File: src/logic/i4r_map.svh
/*
 * offsets, field positions, reset values and bus command codes of the
 * remote/local control block.
 * assumes a 32-bit apb slave with word-aligned registers.
 */
`ifndef I4R_MAP_SVH
`define I4R_MAP_SVH

// ********************************
// register offsets
// ********************************
`define I4R_OFS_CFG 8'h00
`define I4R_OFS_STATE 8'h04
`define I4R_OFS_HSR 8'h08
`define I4R_OFS_HSE 8'h0c
`define I4R_OFS_ESR 8'h10
`define I4R_OFS_ESE 8'h14
`define I4R_OFS_STB 8'h18
`define I4R_OFS_SRE 8'h1c
`define I4R_OFS_IRQ_STAT 8'h20
`define I4R_OFS_IRQ_CLR 8'h24
`define I4R_OFS_IRQ_EN 8'h28

// ********************************
// fields and reset values
// ********************************
`define I4R_CFG_TONLY_BIT 5
`define I4R_ADDR_RST 5'h03
`define I4R_STB_HSB_BIT 0
`define I4R_STB_MAV_BIT 4
`define I4R_STB_ESB_BIT 5
`define I4R_STB_RQS_BIT 6
`define I4R_NUM_EVT 5

// ********************************
// interface commands, atn asserted
// ********************************
`define I4R_CMD_GTL 8'h01
`define I4R_CMD_SDC 8'h04
`define I4R_CMD_GET 8'h08
`define I4R_CMD_LLO 8'h11
`define I4R_CMD_DCL 8'h14
`define I4R_CMD_UNL 8'h3f
`define I4R_CMD_UNT 8'h5f
`define I4R_LAG_BASE 3'h1
`define I4R_TAG_BASE 3'h2

`endif

File: src/logic/i4r_pkg.sv
/*
 * types of the remote/local control block.
 * assumes nothing of its surroundings.
 */
package i4r_pkg;
    typedef enum logic [0:0] {
        ST_LOCAL = 1'b0,
        ST_REMOTE = 1'b1
    } i4r_rl_state_t;
endpackage

File: src/logic/i4r_ctrl.sv
/*
 * remote/local, addressing, device clear, trigger and service request
 * logic of an instrument bus port, with an apb register slave.
 * assumes bus bytes arrive already handshaken as one-cycle pulses
 * synchronous to pclk, and the parser reports local/remote commands.
 */
`include "i4r_map.svh"
`timescale 1ns/1ps
`default_nettype none

module i4r_ctrl (
    // clock, reset, enable
    input wire logic pclk,
    input wire logic presetn,
    input wire logic clk_en,
    // apb slave
    input wire logic psel,
    input wire logic penable,
    input wire logic pwrite,
    input wire logic [7:0] paddr,
    input wire logic [31:0] pwdata,
    output logic [31:0] prdata,
    output logic pready,
    output logic pslverr,
    // instrument bus side
    input wire logic atn,
    input wire logic ren,
    input wire logic ifc,
    input wire logic bus_byte_valid,
    input wire logic [7:0] bus_byte,
    // instrument side
    input wire logic local_key,
    input wire logic prog_local,
    input wire logic prog_remote,
    input wire logic trig_cmd,
    input wire logic spoll_done,
    input wire logic out_avail,
    input wire logic [15:0] hw_event,
    input wire logic [7:0] esr_event,
    // outputs
    output logic remote_indicator,
    output logic lockout,
    output logic listen_active,
    output logic talk_active,
    output logic rx_valid,
    output logic [7:0] rx_byte,
    output logic dev_clear,
    output logic meas_start,
    output logic srq,
    output logic irq,
    output logic [15:0] learn_word
);
    // ********************************
    // state
    // ********************************
    i4r_pkg::i4r_rl_state_t rl_q, rl_d;
    logic lock_q, listen_q, talk_q, tonly_q, sum_q, srq_q;
    logic [4:0] addr_q;
    logic [15:0] hsr_q, hse_q;
    logic [7:0] esr_q, ese_q, sre_q;
    logic [`I4R_NUM_EVT-1:0] ist_q, ien_q;
    logic [31:0] prdata_q;
    logic rx_valid_q, dclr_q, meas_q;
    logic [7:0] rx_byte_q;
    logic [15:0] learn_q;

    // ********************************
    // bus byte decode
    // ********************************
    wire cmd_in = bus_byte_valid & atn & ~tonly_q;
    wire dat_in = bus_byte_valid & ~atn & ~tonly_q;
    wire is_mla = cmd_in & (bus_byte == {`I4R_LAG_BASE, addr_q});
    wire is_mta = cmd_in & (bus_byte == {`I4R_TAG_BASE, addr_q});
    wire is_unl = cmd_in & (bus_byte == `I4R_CMD_UNL);
    wire is_unt = cmd_in & (bus_byte == `I4R_CMD_UNT);
    wire is_gtl = cmd_in & listen_q & (bus_byte == `I4R_CMD_GTL);
    wire is_llo = cmd_in & (bus_byte == `I4R_CMD_LLO);
    wire is_dcl = cmd_in & (bus_byte == `I4R_CMD_DCL);
    wire is_sdc = cmd_in & listen_q & (bus_byte == `I4R_CMD_SDC);
    wire is_get = cmd_in & listen_q & (bus_byte == `I4R_CMD_GET);
    wire ren_low = ~ren & ~tonly_q;
    wire ifc_in = ifc & ~tonly_q;

    // ********************************
    // remote / local
    // ********************************
    // local requests win over remote requests in the same cycle
    wire go_local = ren_low | is_gtl | prog_local | (local_key & ~lock_q);
    wire go_remote = (is_mla & ren) | prog_remote;
    wire to_local = (rl_q == i4r_pkg::ST_REMOTE) & go_local;
    wire to_remote = (rl_q == i4r_pkg::ST_LOCAL) & go_remote & ~go_local;

    always_comb begin
        case (rl_q)
            i4r_pkg::ST_LOCAL: rl_d = to_remote ? i4r_pkg::ST_REMOTE : i4r_pkg::ST_LOCAL;
            i4r_pkg::ST_REMOTE: rl_d = to_local ? i4r_pkg::ST_LOCAL : i4r_pkg::ST_REMOTE;
            default: rl_d = i4r_pkg::ST_LOCAL;
        endcase
    end

    // ********************************
    // apb decode
    // ********************************
    wire wr = psel & penable & pwrite & clk_en;
    wire setup_rd = psel & ~penable & ~pwrite & clk_en;
    wire hit = (paddr <= `I4R_OFS_IRQ_EN) & (paddr[1:0] == 2'b00);
    wire wr_cfg = wr & (paddr == `I4R_OFS_CFG);
    wire wr_hsr = wr & (paddr == `I4R_OFS_HSR);
    wire wr_hse = wr & (paddr == `I4R_OFS_HSE);
    wire wr_esr = wr & (paddr == `I4R_OFS_ESR);
    wire wr_ese = wr & (paddr == `I4R_OFS_ESE);
    wire wr_sre = wr & (paddr == `I4R_OFS_SRE);
    wire wr_iclr = wr & (paddr == `I4R_OFS_IRQ_CLR);
    wire wr_ien = wr & (paddr == `I4R_OFS_IRQ_EN);

    // ********************************
    // status reporting
    // ********************************
    wire hsb = |(hsr_q & hse_q);
    wire esb = |(esr_q & ese_q);
    wire [7:0] stb = {1'b0, srq_q, esb, out_avail, 3'h0, hsb};
    // rqs itself is left out so the summary cannot feed back on itself
    wire sum = |(stb & sre_q & ~(8'h01 << `I4R_STB_RQS_BIT));
    wire srq_rise = sum & ~sum_q;
    wire [`I4R_NUM_EVT-1:0] evt = {srq_rise, is_get, is_dcl | is_sdc, to_remote, to_local};
    wire [31:0] state_word = {28'h0, talk_q, listen_q, lock_q, rl_q == i4r_pkg::ST_REMOTE};
    wire [15:0] learn_d = {8'h0, tonly_q, lock_q, addr_q, 1'b0};

    wire [31:0] rd_mux =
        (paddr == `I4R_OFS_CFG) ? {26'h0, tonly_q, addr_q} :
        (paddr == `I4R_OFS_STATE) ? state_word :
        (paddr == `I4R_OFS_HSR) ? {16'h0, hsr_q} :
        (paddr == `I4R_OFS_HSE) ? {16'h0, hse_q} :
        (paddr == `I4R_OFS_ESR) ? {24'h0, esr_q} :
        (paddr == `I4R_OFS_ESE) ? {24'h0, ese_q} :
        (paddr == `I4R_OFS_STB) ? {24'h0, stb} :
        (paddr == `I4R_OFS_SRE) ? {24'h0, sre_q} :
        (paddr == `I4R_OFS_IRQ_STAT) ? {27'h0, ist_q} :
        (paddr == `I4R_OFS_IRQ_EN) ? {27'h0, ien_q} : 32'h0;

    // ********************************
    // registers
    // ********************************
    always_ff @(posedge pclk or negedge presetn) begin
        if (!presetn) begin
            rl_q <= i4r_pkg::ST_LOCAL;
            lock_q <= 1'b0;
            listen_q <= 1'b0;
            talk_q <= 1'b0;
            tonly_q <= 1'b0;
            addr_q <= `I4R_ADDR_RST;
            hsr_q <= 16'h0;
            hse_q <= 16'h0;
            esr_q <= 8'h0;
            ese_q <= 8'h0;
            sre_q <= 8'h0;
            sum_q <= 1'b0;
            srq_q <= 1'b0;
            ien_q <= '0;
            prdata_q <= 32'h0;
        end else if (clk_en) begin
            // settings live apart from the remote state, so no transition edits them
            rl_q <= rl_d;
            if (ren_low) begin
                lock_q <= 1'b0;
            end else if (is_llo) begin
                lock_q <= 1'b1;
            end
            if (ifc_in | is_unl) begin
                listen_q <= 1'b0;
            end else if (is_mla) begin
                listen_q <= 1'b1;
            end
            if (ifc_in | is_unt | is_mla) begin
                talk_q <= 1'b0;
            end else if (is_mta) begin
                talk_q <= 1'b1;
            end
            if (wr_cfg) begin
                addr_q <= pwdata[4:0];
                tonly_q <= pwdata[`I4R_CFG_TONLY_BIT];
            end
            hsr_q <= (hsr_q & ~(wr_hsr ? pwdata[15:0] : 16'h0)) | hw_event;
            esr_q <= (esr_q & ~(wr_esr ? pwdata[7:0] : 8'h0)) | esr_event;
            if (wr_hse) hse_q <= pwdata[15:0];
            if (wr_ese) ese_q <= pwdata[7:0];
            if (wr_sre) sre_q <= pwdata[7:0];
            if (wr_ien) ien_q <= pwdata[`I4R_NUM_EVT-1:0];
            sum_q <= sum;
            srq_q <= srq_rise | (srq_q & ~spoll_done);
            if (setup_rd) prdata_q <= rd_mux;
        end
    end

    // sticky event bits, a set beats a clear in the same cycle
    genvar gi;
    generate
        for (gi = 0; gi < `I4R_NUM_EVT; gi = gi + 1) begin : g_ist
            always_ff @(posedge pclk or negedge presetn) begin
                if (!presetn) begin
                    ist_q[gi] <= 1'b0;
                end else if (clk_en) begin
                    ist_q[gi] <= evt[gi] | (ist_q[gi] & ~(wr_iclr & pwdata[gi]));
                end
            end
        end
    endgenerate

    always_ff @(posedge pclk or negedge presetn) begin
        if (!presetn) begin
            rx_valid_q <= 1'b0;
            rx_byte_q <= 8'h0;
            dclr_q <= 1'b0;
            meas_q <= 1'b0;
            learn_q <= 16'h0;
        end else if (clk_en) begin
            rx_valid_q <= dat_in & listen_q & (rl_q == i4r_pkg::ST_REMOTE);
            if (dat_in) rx_byte_q <= bus_byte;
            dclr_q <= is_dcl | is_sdc;
            meas_q <= is_get | trig_cmd;
            learn_q <= learn_d;
        end
    end

    // ********************************
    // outputs
    // ********************************
    assign prdata = prdata_q;
    // a frozen block stalls the bus rather than lose a write
    assign pready = clk_en;
    assign pslverr = psel & penable & ~hit;
    assign remote_indicator = (rl_q == i4r_pkg::ST_REMOTE);
    assign lockout = lock_q;
    assign listen_active = listen_q;
    assign talk_active = talk_q | tonly_q;
    assign rx_valid = rx_valid_q;
    assign rx_byte = rx_byte_q;
    assign dev_clear = dclr_q;
    assign meas_start = meas_q;
    assign srq = srq_q;
    assign irq = |(ist_q & ien_q);
    assign learn_word = learn_q;
endmodule // i4r_ctrl

`default_nettype wire

File: config.mk
export PLATFORM = sky130hd
export DESIGN_NAME = i4r_ctrl
export DESIGN_NICKNAME = d
export VERILOG_FILES = /design/src/logic/i4r_pkg.sv /design/src/logic/i4r_ctrl.sv
export VERILOG_INCLUDE_DIRS = /design/src /design/src/logic
export SDC_FILE = /design/constraint.sdc
export NUM_CORES = 1
export LEC_CHECK = 0
export BUFFER_PORTS_ARGS = -buffer_cell sky130_fd_sc_hd__buf_4
export CORE_UTILIZATION = 59
export CTS_BUF_LIST = sky130_fd_sc_hd__clkbuf_8
export CTS_CLUSTER_SIZE = 10
export DETAILED_ROUTE_END_ITERATION = 10
export PLACE_DENSITY = 0.88
export SLEW_MARGIN = 10
export SYNTH_ARGS = -nofsm -noshare
export SYNTH_HDL_FRONTEND = slang
export SYNTH_SLANG_ARGS = --single-unit
export TNS_END_PERCENT = 20
File: constraint.sdc
create_clock -name pclk -period 5.5 [get_ports pclk]
set_clock_uncertainty 0.1 [all_clocks]
set_input_delay 0.55 -clock pclk [delete_from_list [all_inputs] [get_ports pclk]]
set_output_delay 0.55 -clock pclk [all_outputs]
set_load 0.01 [all_outputs]
# Word level (Yosys, flattened, before mapping)
# Cells that the tools add are included.
[totals]
wordCells = 178
in_bits = 88
latch_bits = 0
memories = 0
ramBits = 0
romBits = 0
regBits = 128
[op_classes]
bitwise = 93
n_mux = 21
mul = 0
order_cmp = 1
n_reduce_logical = 19
n_addsub = 0
n_div = 0
n_eq_ne = 19
shift = 0
[ops]
columns = ["cell", "n"]
rows = [
  ["$mux 16", 5],
  ["$and 1x1->1", 51],
  ["$eq 8x5->1 const B", 6],
  ["$mux 8", 5],
  ["$and 16x16->16", 2],
  ["$eq 8x6->1 const B", 4],
  ["$eq 8x4->1 const B", 3],
  ["$reduce_and 2->1", 10],
  ["$and 8x8->8", 2],
  ["$eq 8x3->1 const B", 2],
  ["$not 1->1", 16],
  ["$not 16->16", 1],
  ["$or 1x1->1", 16],
  ["$or 16x16->16", 1],
  ["$reduce_or 16->1", 1],
  ["$mux 5", 2],
  ["$and 7x8->8", 1],
  ["$eq 8x1->1 const B", 1],
  ["$eq 8x6->1", 1],
  ["$eq 8x7->1", 1],
  ["$eq 8x7->1 const B", 1],
  ["$le 8x6->1 const B", 1],
  ["$logic_not 8->1", 1],
  ["$mux 1", 8],
  ["other kinds (9)", 11],
]

# Logic depth before layout (Yosys ltp)
[depth]
word_depth = 11
ltp_mapped = 7
depth_no_buf = 5

# Least setup slack after synthesis
# No wires, ideal clock.
[synth_path]
path_kind = "input port to output port"
from = "in paddr[3]"
to = "out pslverr"
arrival_time_ns = 1.885
setup_slack_ns = 2.965
path_stages = 5
path_buffers = 3
cell_sequence = "buf_2 > buf_1 > clkbuf_1 > o21ai_0 > a311oi_1"
[synth_via]
elab_chain_cells = 4
[synth_lines]
columns = ["element", "line", "text"]
rows = [
  ["from (decl)", "i4r_ctrl.sv:20", "input wire logic [7:0] paddr,"],
  ["$le 8x6->1 (no source line)", "n/a", ""],
  ["$and 1x1->1", "i4r_ctrl.sv:106", "wire hit = (paddr <= `I4R_OFS_IRQ_EN) & (paddr[1:0] == 2'b00);"],
  ["$not 1->1", "i4r_ctrl.sv:231", "assign pslverr = psel & penable & ~hit;"],
  ["$and 1x1->1", "i4r_ctrl.sv:231", ""],
  ["to (decl)", "i4r_ctrl.sv:24", "output logic pslverr,"],
]
# Every way passes these cells.

# Final worst setup path
[layout_path]
from = "in paddr[1]"
to = "reg hsr_q[3]"
[layout_via]
elab_chain_cells = 6
[layout_lines]
columns = ["element", "line", "text"]
rows = [
  ["$eq 8x4->1 (no source line)", "n/a", ""],
  ["$and 1x1->1", "i4r_ctrl.sv:108", "wire wr_hsr = wr & (paddr == `I4R_OFS_HSR);"],
  ["$mux 16", "i4r_ctrl.sv:183", "hsr_q <= (hsr_q & ~(wr_hsr ? pwdata[15:0] : 16'h0)) | hw_event;"],
  ["$not 16->16", "i4r_ctrl.sv:183", ""],
  ["$and 16x16->16", "i4r_ctrl.sv:183", ""],
  ["$or 16x16->16", "i4r_ctrl.sv:183", ""],
  ["to (signal assigned)", "i4r_ctrl.sv:183", ""],
  ["to (decl)", "i4r_ctrl.sv:59", "logic [15:0] hsr_q, hse_q;"],
]
# Every way passes these cells.
# A chain may end at the register's enable or synchronous reset.

==> flow_summary.toml <==
[cells_and_area]
num-nets-final = 718
p_r_area_growth_vs_syn_pct = 17.43
antenna-diode-count = 0
final-instance-count-excl-fill = 764
layout-drive-gt1-share_pct = 32.44

[synthesis]
synth_area_per_cell_um2 = 10.82
synth_sequential_area_ratio_pct = 48.92
synth_top_area_share_pct = 48.00
mappedNetlistArea_um2 = 5734
synth_top_area_cell = "dfrtp_1"
synth-main-ff-cell = "dfrtp_1"
synth-seq-cells = 112
synthArstFlopShare_pct = 100.0
netlist_top_cells_area = "dfrtp_1 48%, mux2_2 11%, a22o_1 4.7%"
post_synth_most_frequent_cells = "110 x dfrtp_1, 56 x nand2_1, 54 x mux2_2, 43 x nor2_1, 31 x a22o_1"
number_of_enable_type_register_cells_in_the_synthesized_netlist = 0
syn-instance-count = 530
synth_most_common_cell = "dfrtp_1"
post_synth_num_cell_types = 60
synth-warning-count = 0

[setup_path]
cp.buffers_inverters = 1
critical-path-top-cell-by-count = "nand2_1"
critical_path_required_ns = 5.69
crit_path_start_kind = "input port"
worst_path_max_delay_cell = "nor3_2"
crit_type = "input port to flop"
cp.arrival_ns = 2.94
worstSetupEndpointType = "flop"
cp_top_family = "simple AND/OR/NAND/NOR gates"
cell_by_cell_listing_of_the_critical_path = "buf_4, nor2_1, nand2_1, nor3_2, nand2_1, a22o_1"
worstPathMaxFanout = 16
worst_r2r_path_depth = 5
crit_cells = 6
cpPeakStageDelay_ns = 1.05

[run_status]
status = "completed"

[place]
placement.io_buffers = 113
finalWeightedCongestion = 0.9627
detailed_place_hpwl_mm = 11.05
dp.cells = 748

[floorplan]
floorplan.die.height_um = 100.6
coreArea_um2 = 9328
die-area_um2 = 10120
die_width_um = 100.6
io_pins = 155
std_cell_rows = 35
initial_utilization_pct = 61.48

[global_routing]
remaining_global_route_overflow = 0
groute.usage.overall_pct = 32.47
maximum_number_of_pins_on_one_net_before_global_route_repair = 71
global_route_wire_length_before_repair_mm = 24.98
via_count_of_the_first_global_routing_pass = 4847
antenna_found_initial = 0

[clock_tree]
post_cts.resized_instances = 0
clk_pin_slew_worst_paths_ns = 0.11
clock_tree.htree_level_count = 3
clock_insertion_delay_worst_skew_ns = 0.39
cts.sink_count = 112
cts_post_setup_buffers_inserted = 0
clock_tree.root_cell = "clkbuf_8"
cts_inserted_buffers = 9
tritoncts = "built"
largest_buffer_count_on_any_clock_path = 2
cts-hold-fix-buffers = 0

[drt]
drt_first_pass_iters = 5
final_antenna_net_count = 0
wire_per_inst_um = 20.65
detail_route.drc_violations = 0
drt_wl_total_mm = 15.78
via_per_inst = 6.257
vias = 4780
detailedRoute.firstIterationViolations = 432

[sta]
fmaxAchievable_ghz = 0.3640
report.final.slew_viol_count = 0
timing_worst_slew_pin_value_ns = 1.225
fin_setup_tns_ns = 0
post-route-min-period_ns = 2.748
setup_viol = 0
fin_crit_sh_pct = 49.95
final_hold_viol_count = 0
max-slew-margin-rel_pct = 17.91
grt_setup_unrepaired = "no"

[pwr]
vdd_drop_max_v = 0.0001703
pwr_density_cell_nw_per_um2 = 237.1
fin_total_pwr_uw = 1597
power.leakage_uw = 0.003169

[min_path]
holdCritPathClass = "input port to asynchronous set/reset pin"

[flow_run]
max-cap-violations = 0
-- per-layer routing --
metal,up-vias,global-route usage [%],wire (um)
li1,2118,-,-
met1,2360,44.13,6740
met2,269,52.69,7457
met3,33,6.103,1238
met4,0,11.15,342
met5,-,0,0
-- stage by stage --
step / hold slack (ns) / utilization [%] / setup WS, ns / instance area [um^2]
2_1_floorplan: 0.1544 / - / 2.965 / 5824
3_3_place_gp: 0.3699 / 70.29 / 2.489 / 6556
3_5_place_dp: 0.3855 / 70.29 / 2.428 / 6556
4_1_cts: 0.2026 / 72.19 / 2.846 / 6734
5_1_grt: 0.2454 / 72.19 / 2.548 / 6734
6_report: 0.1795 / 72.19 / 2.753 / 6734
-- report_power, final --
part | internal (uW) | leakage, uW | switching [uW]
logic | 112 | 0.00170 | 133
registers | 858 | 0.00138 | 24.1
clock network | 170 | 0.0000879 | 300
-- worst register-to-register path: stages, from the launching register on --
cell and delay (ns):
dfrtp_1 0.41, a22o_1 0.23, a221oi_1 0.33, nand4_1 0.25
a222oi_1 0.64, o21ai_0 0.19
-- logic make-up (layout without fill, tap and decap cells) --
family                 count (synthesis)  after routing  synth area share (%)
AO/OA/AOI/OAI                        119            119                 15.27
buffers and inverters                 55            136                 5.542
other                                  1             25               0.06540
AND/OR/NAND/NOR                      164            164                 14.42
multiplexers                          74             74                 15.01
flip-flops                           112            112                 48.92
XOR/XNOR                               5              5                0.7637
-- sequential cells by signal, indices dropped and copies added, names as in the netlist --
| signal | flops |
|---|---|
| remote_indicator | 1 |
| sre_q | 8 |
| srq | 1 |
| tonly_q | 1 |
| rx_valid | 1 |
| learn_word | 7 |
| hsr_q | 16 |
| meas_start | 1 |
| ist_q | 5 |
| dev_clear | 1 |
| prdata | 16 |
| ien_q | 5 |
| listen_active | 1 |
| ese_q | 8 |
| hse_q | 16 |
| esr_q | 8 |
| lockout | 1 |
| addr_q | 5 |
| rx_byte | 8 |
| talk_q | 1 |
| sum_q | 1 |
-- path summary, 6_finish.rpt --
path                       slack [ns]                    end                   from
setup / recovery                 2.75   hsr_q[3]$_DFFE_PN0P_               paddr[1]
hold / removal                   0.18   sre_q[6]$_DFFE_PN0P_                presetn
setup reg to reg                 3.21   ist_q[4]$_DFFE_PN0P_  hse_q[10]$_DFFE_PN0P_
hold reg to reg                  0.41   rx_valid$_DFFE_PN0P_   rx_valid$_DFFE_PN0P_
max in group asynchronous        4.04   hse_q[6]$_DFFE_PN0P_                presetn
min in group pclk                0.28  hsr_q[12]$_DFFE_PN0P_           hw_event[12]
-- layout make-up --
class                           instances  area [um^2]
Sequential cell                       112         2805
Multi-Input combinational cell        387         2708
Fill cell                             697         2594
Timing Repair Buffer                  115        863.3
Tap cell                              129        161.4
Clock buffer                            9        123.9
Clock inverter                          7        53.80
Inverter                                5        18.77
-- layout by cell type (no fill, tap or decap), types with 9 or more instances in the layout --
| cell type | netlist | routed |
|---|---|---|
| o21ai_0 | 19 | 19 |
| nor2_1 | 43 | 43 |
| a22o_1 | 31 | 31 |
| buf_4 | 27 | 115 |
| nand2_1 | 56 | 56 |
| dfrtp_1 | 110 | 110 |
| clkbuf_8 | 0 | 9 |
| mux2i_1 | 11 | 11 |
| conb_1 | 1 | 25 |
| mux2_2 | 54 | 54 |
| nor3_1 | 11 | 11 |
| a221oi_1 | 14 | 14 |
| a21oi_1 | 16 | 16 |
No activity file was read; power rests on OpenSTA's default activity.
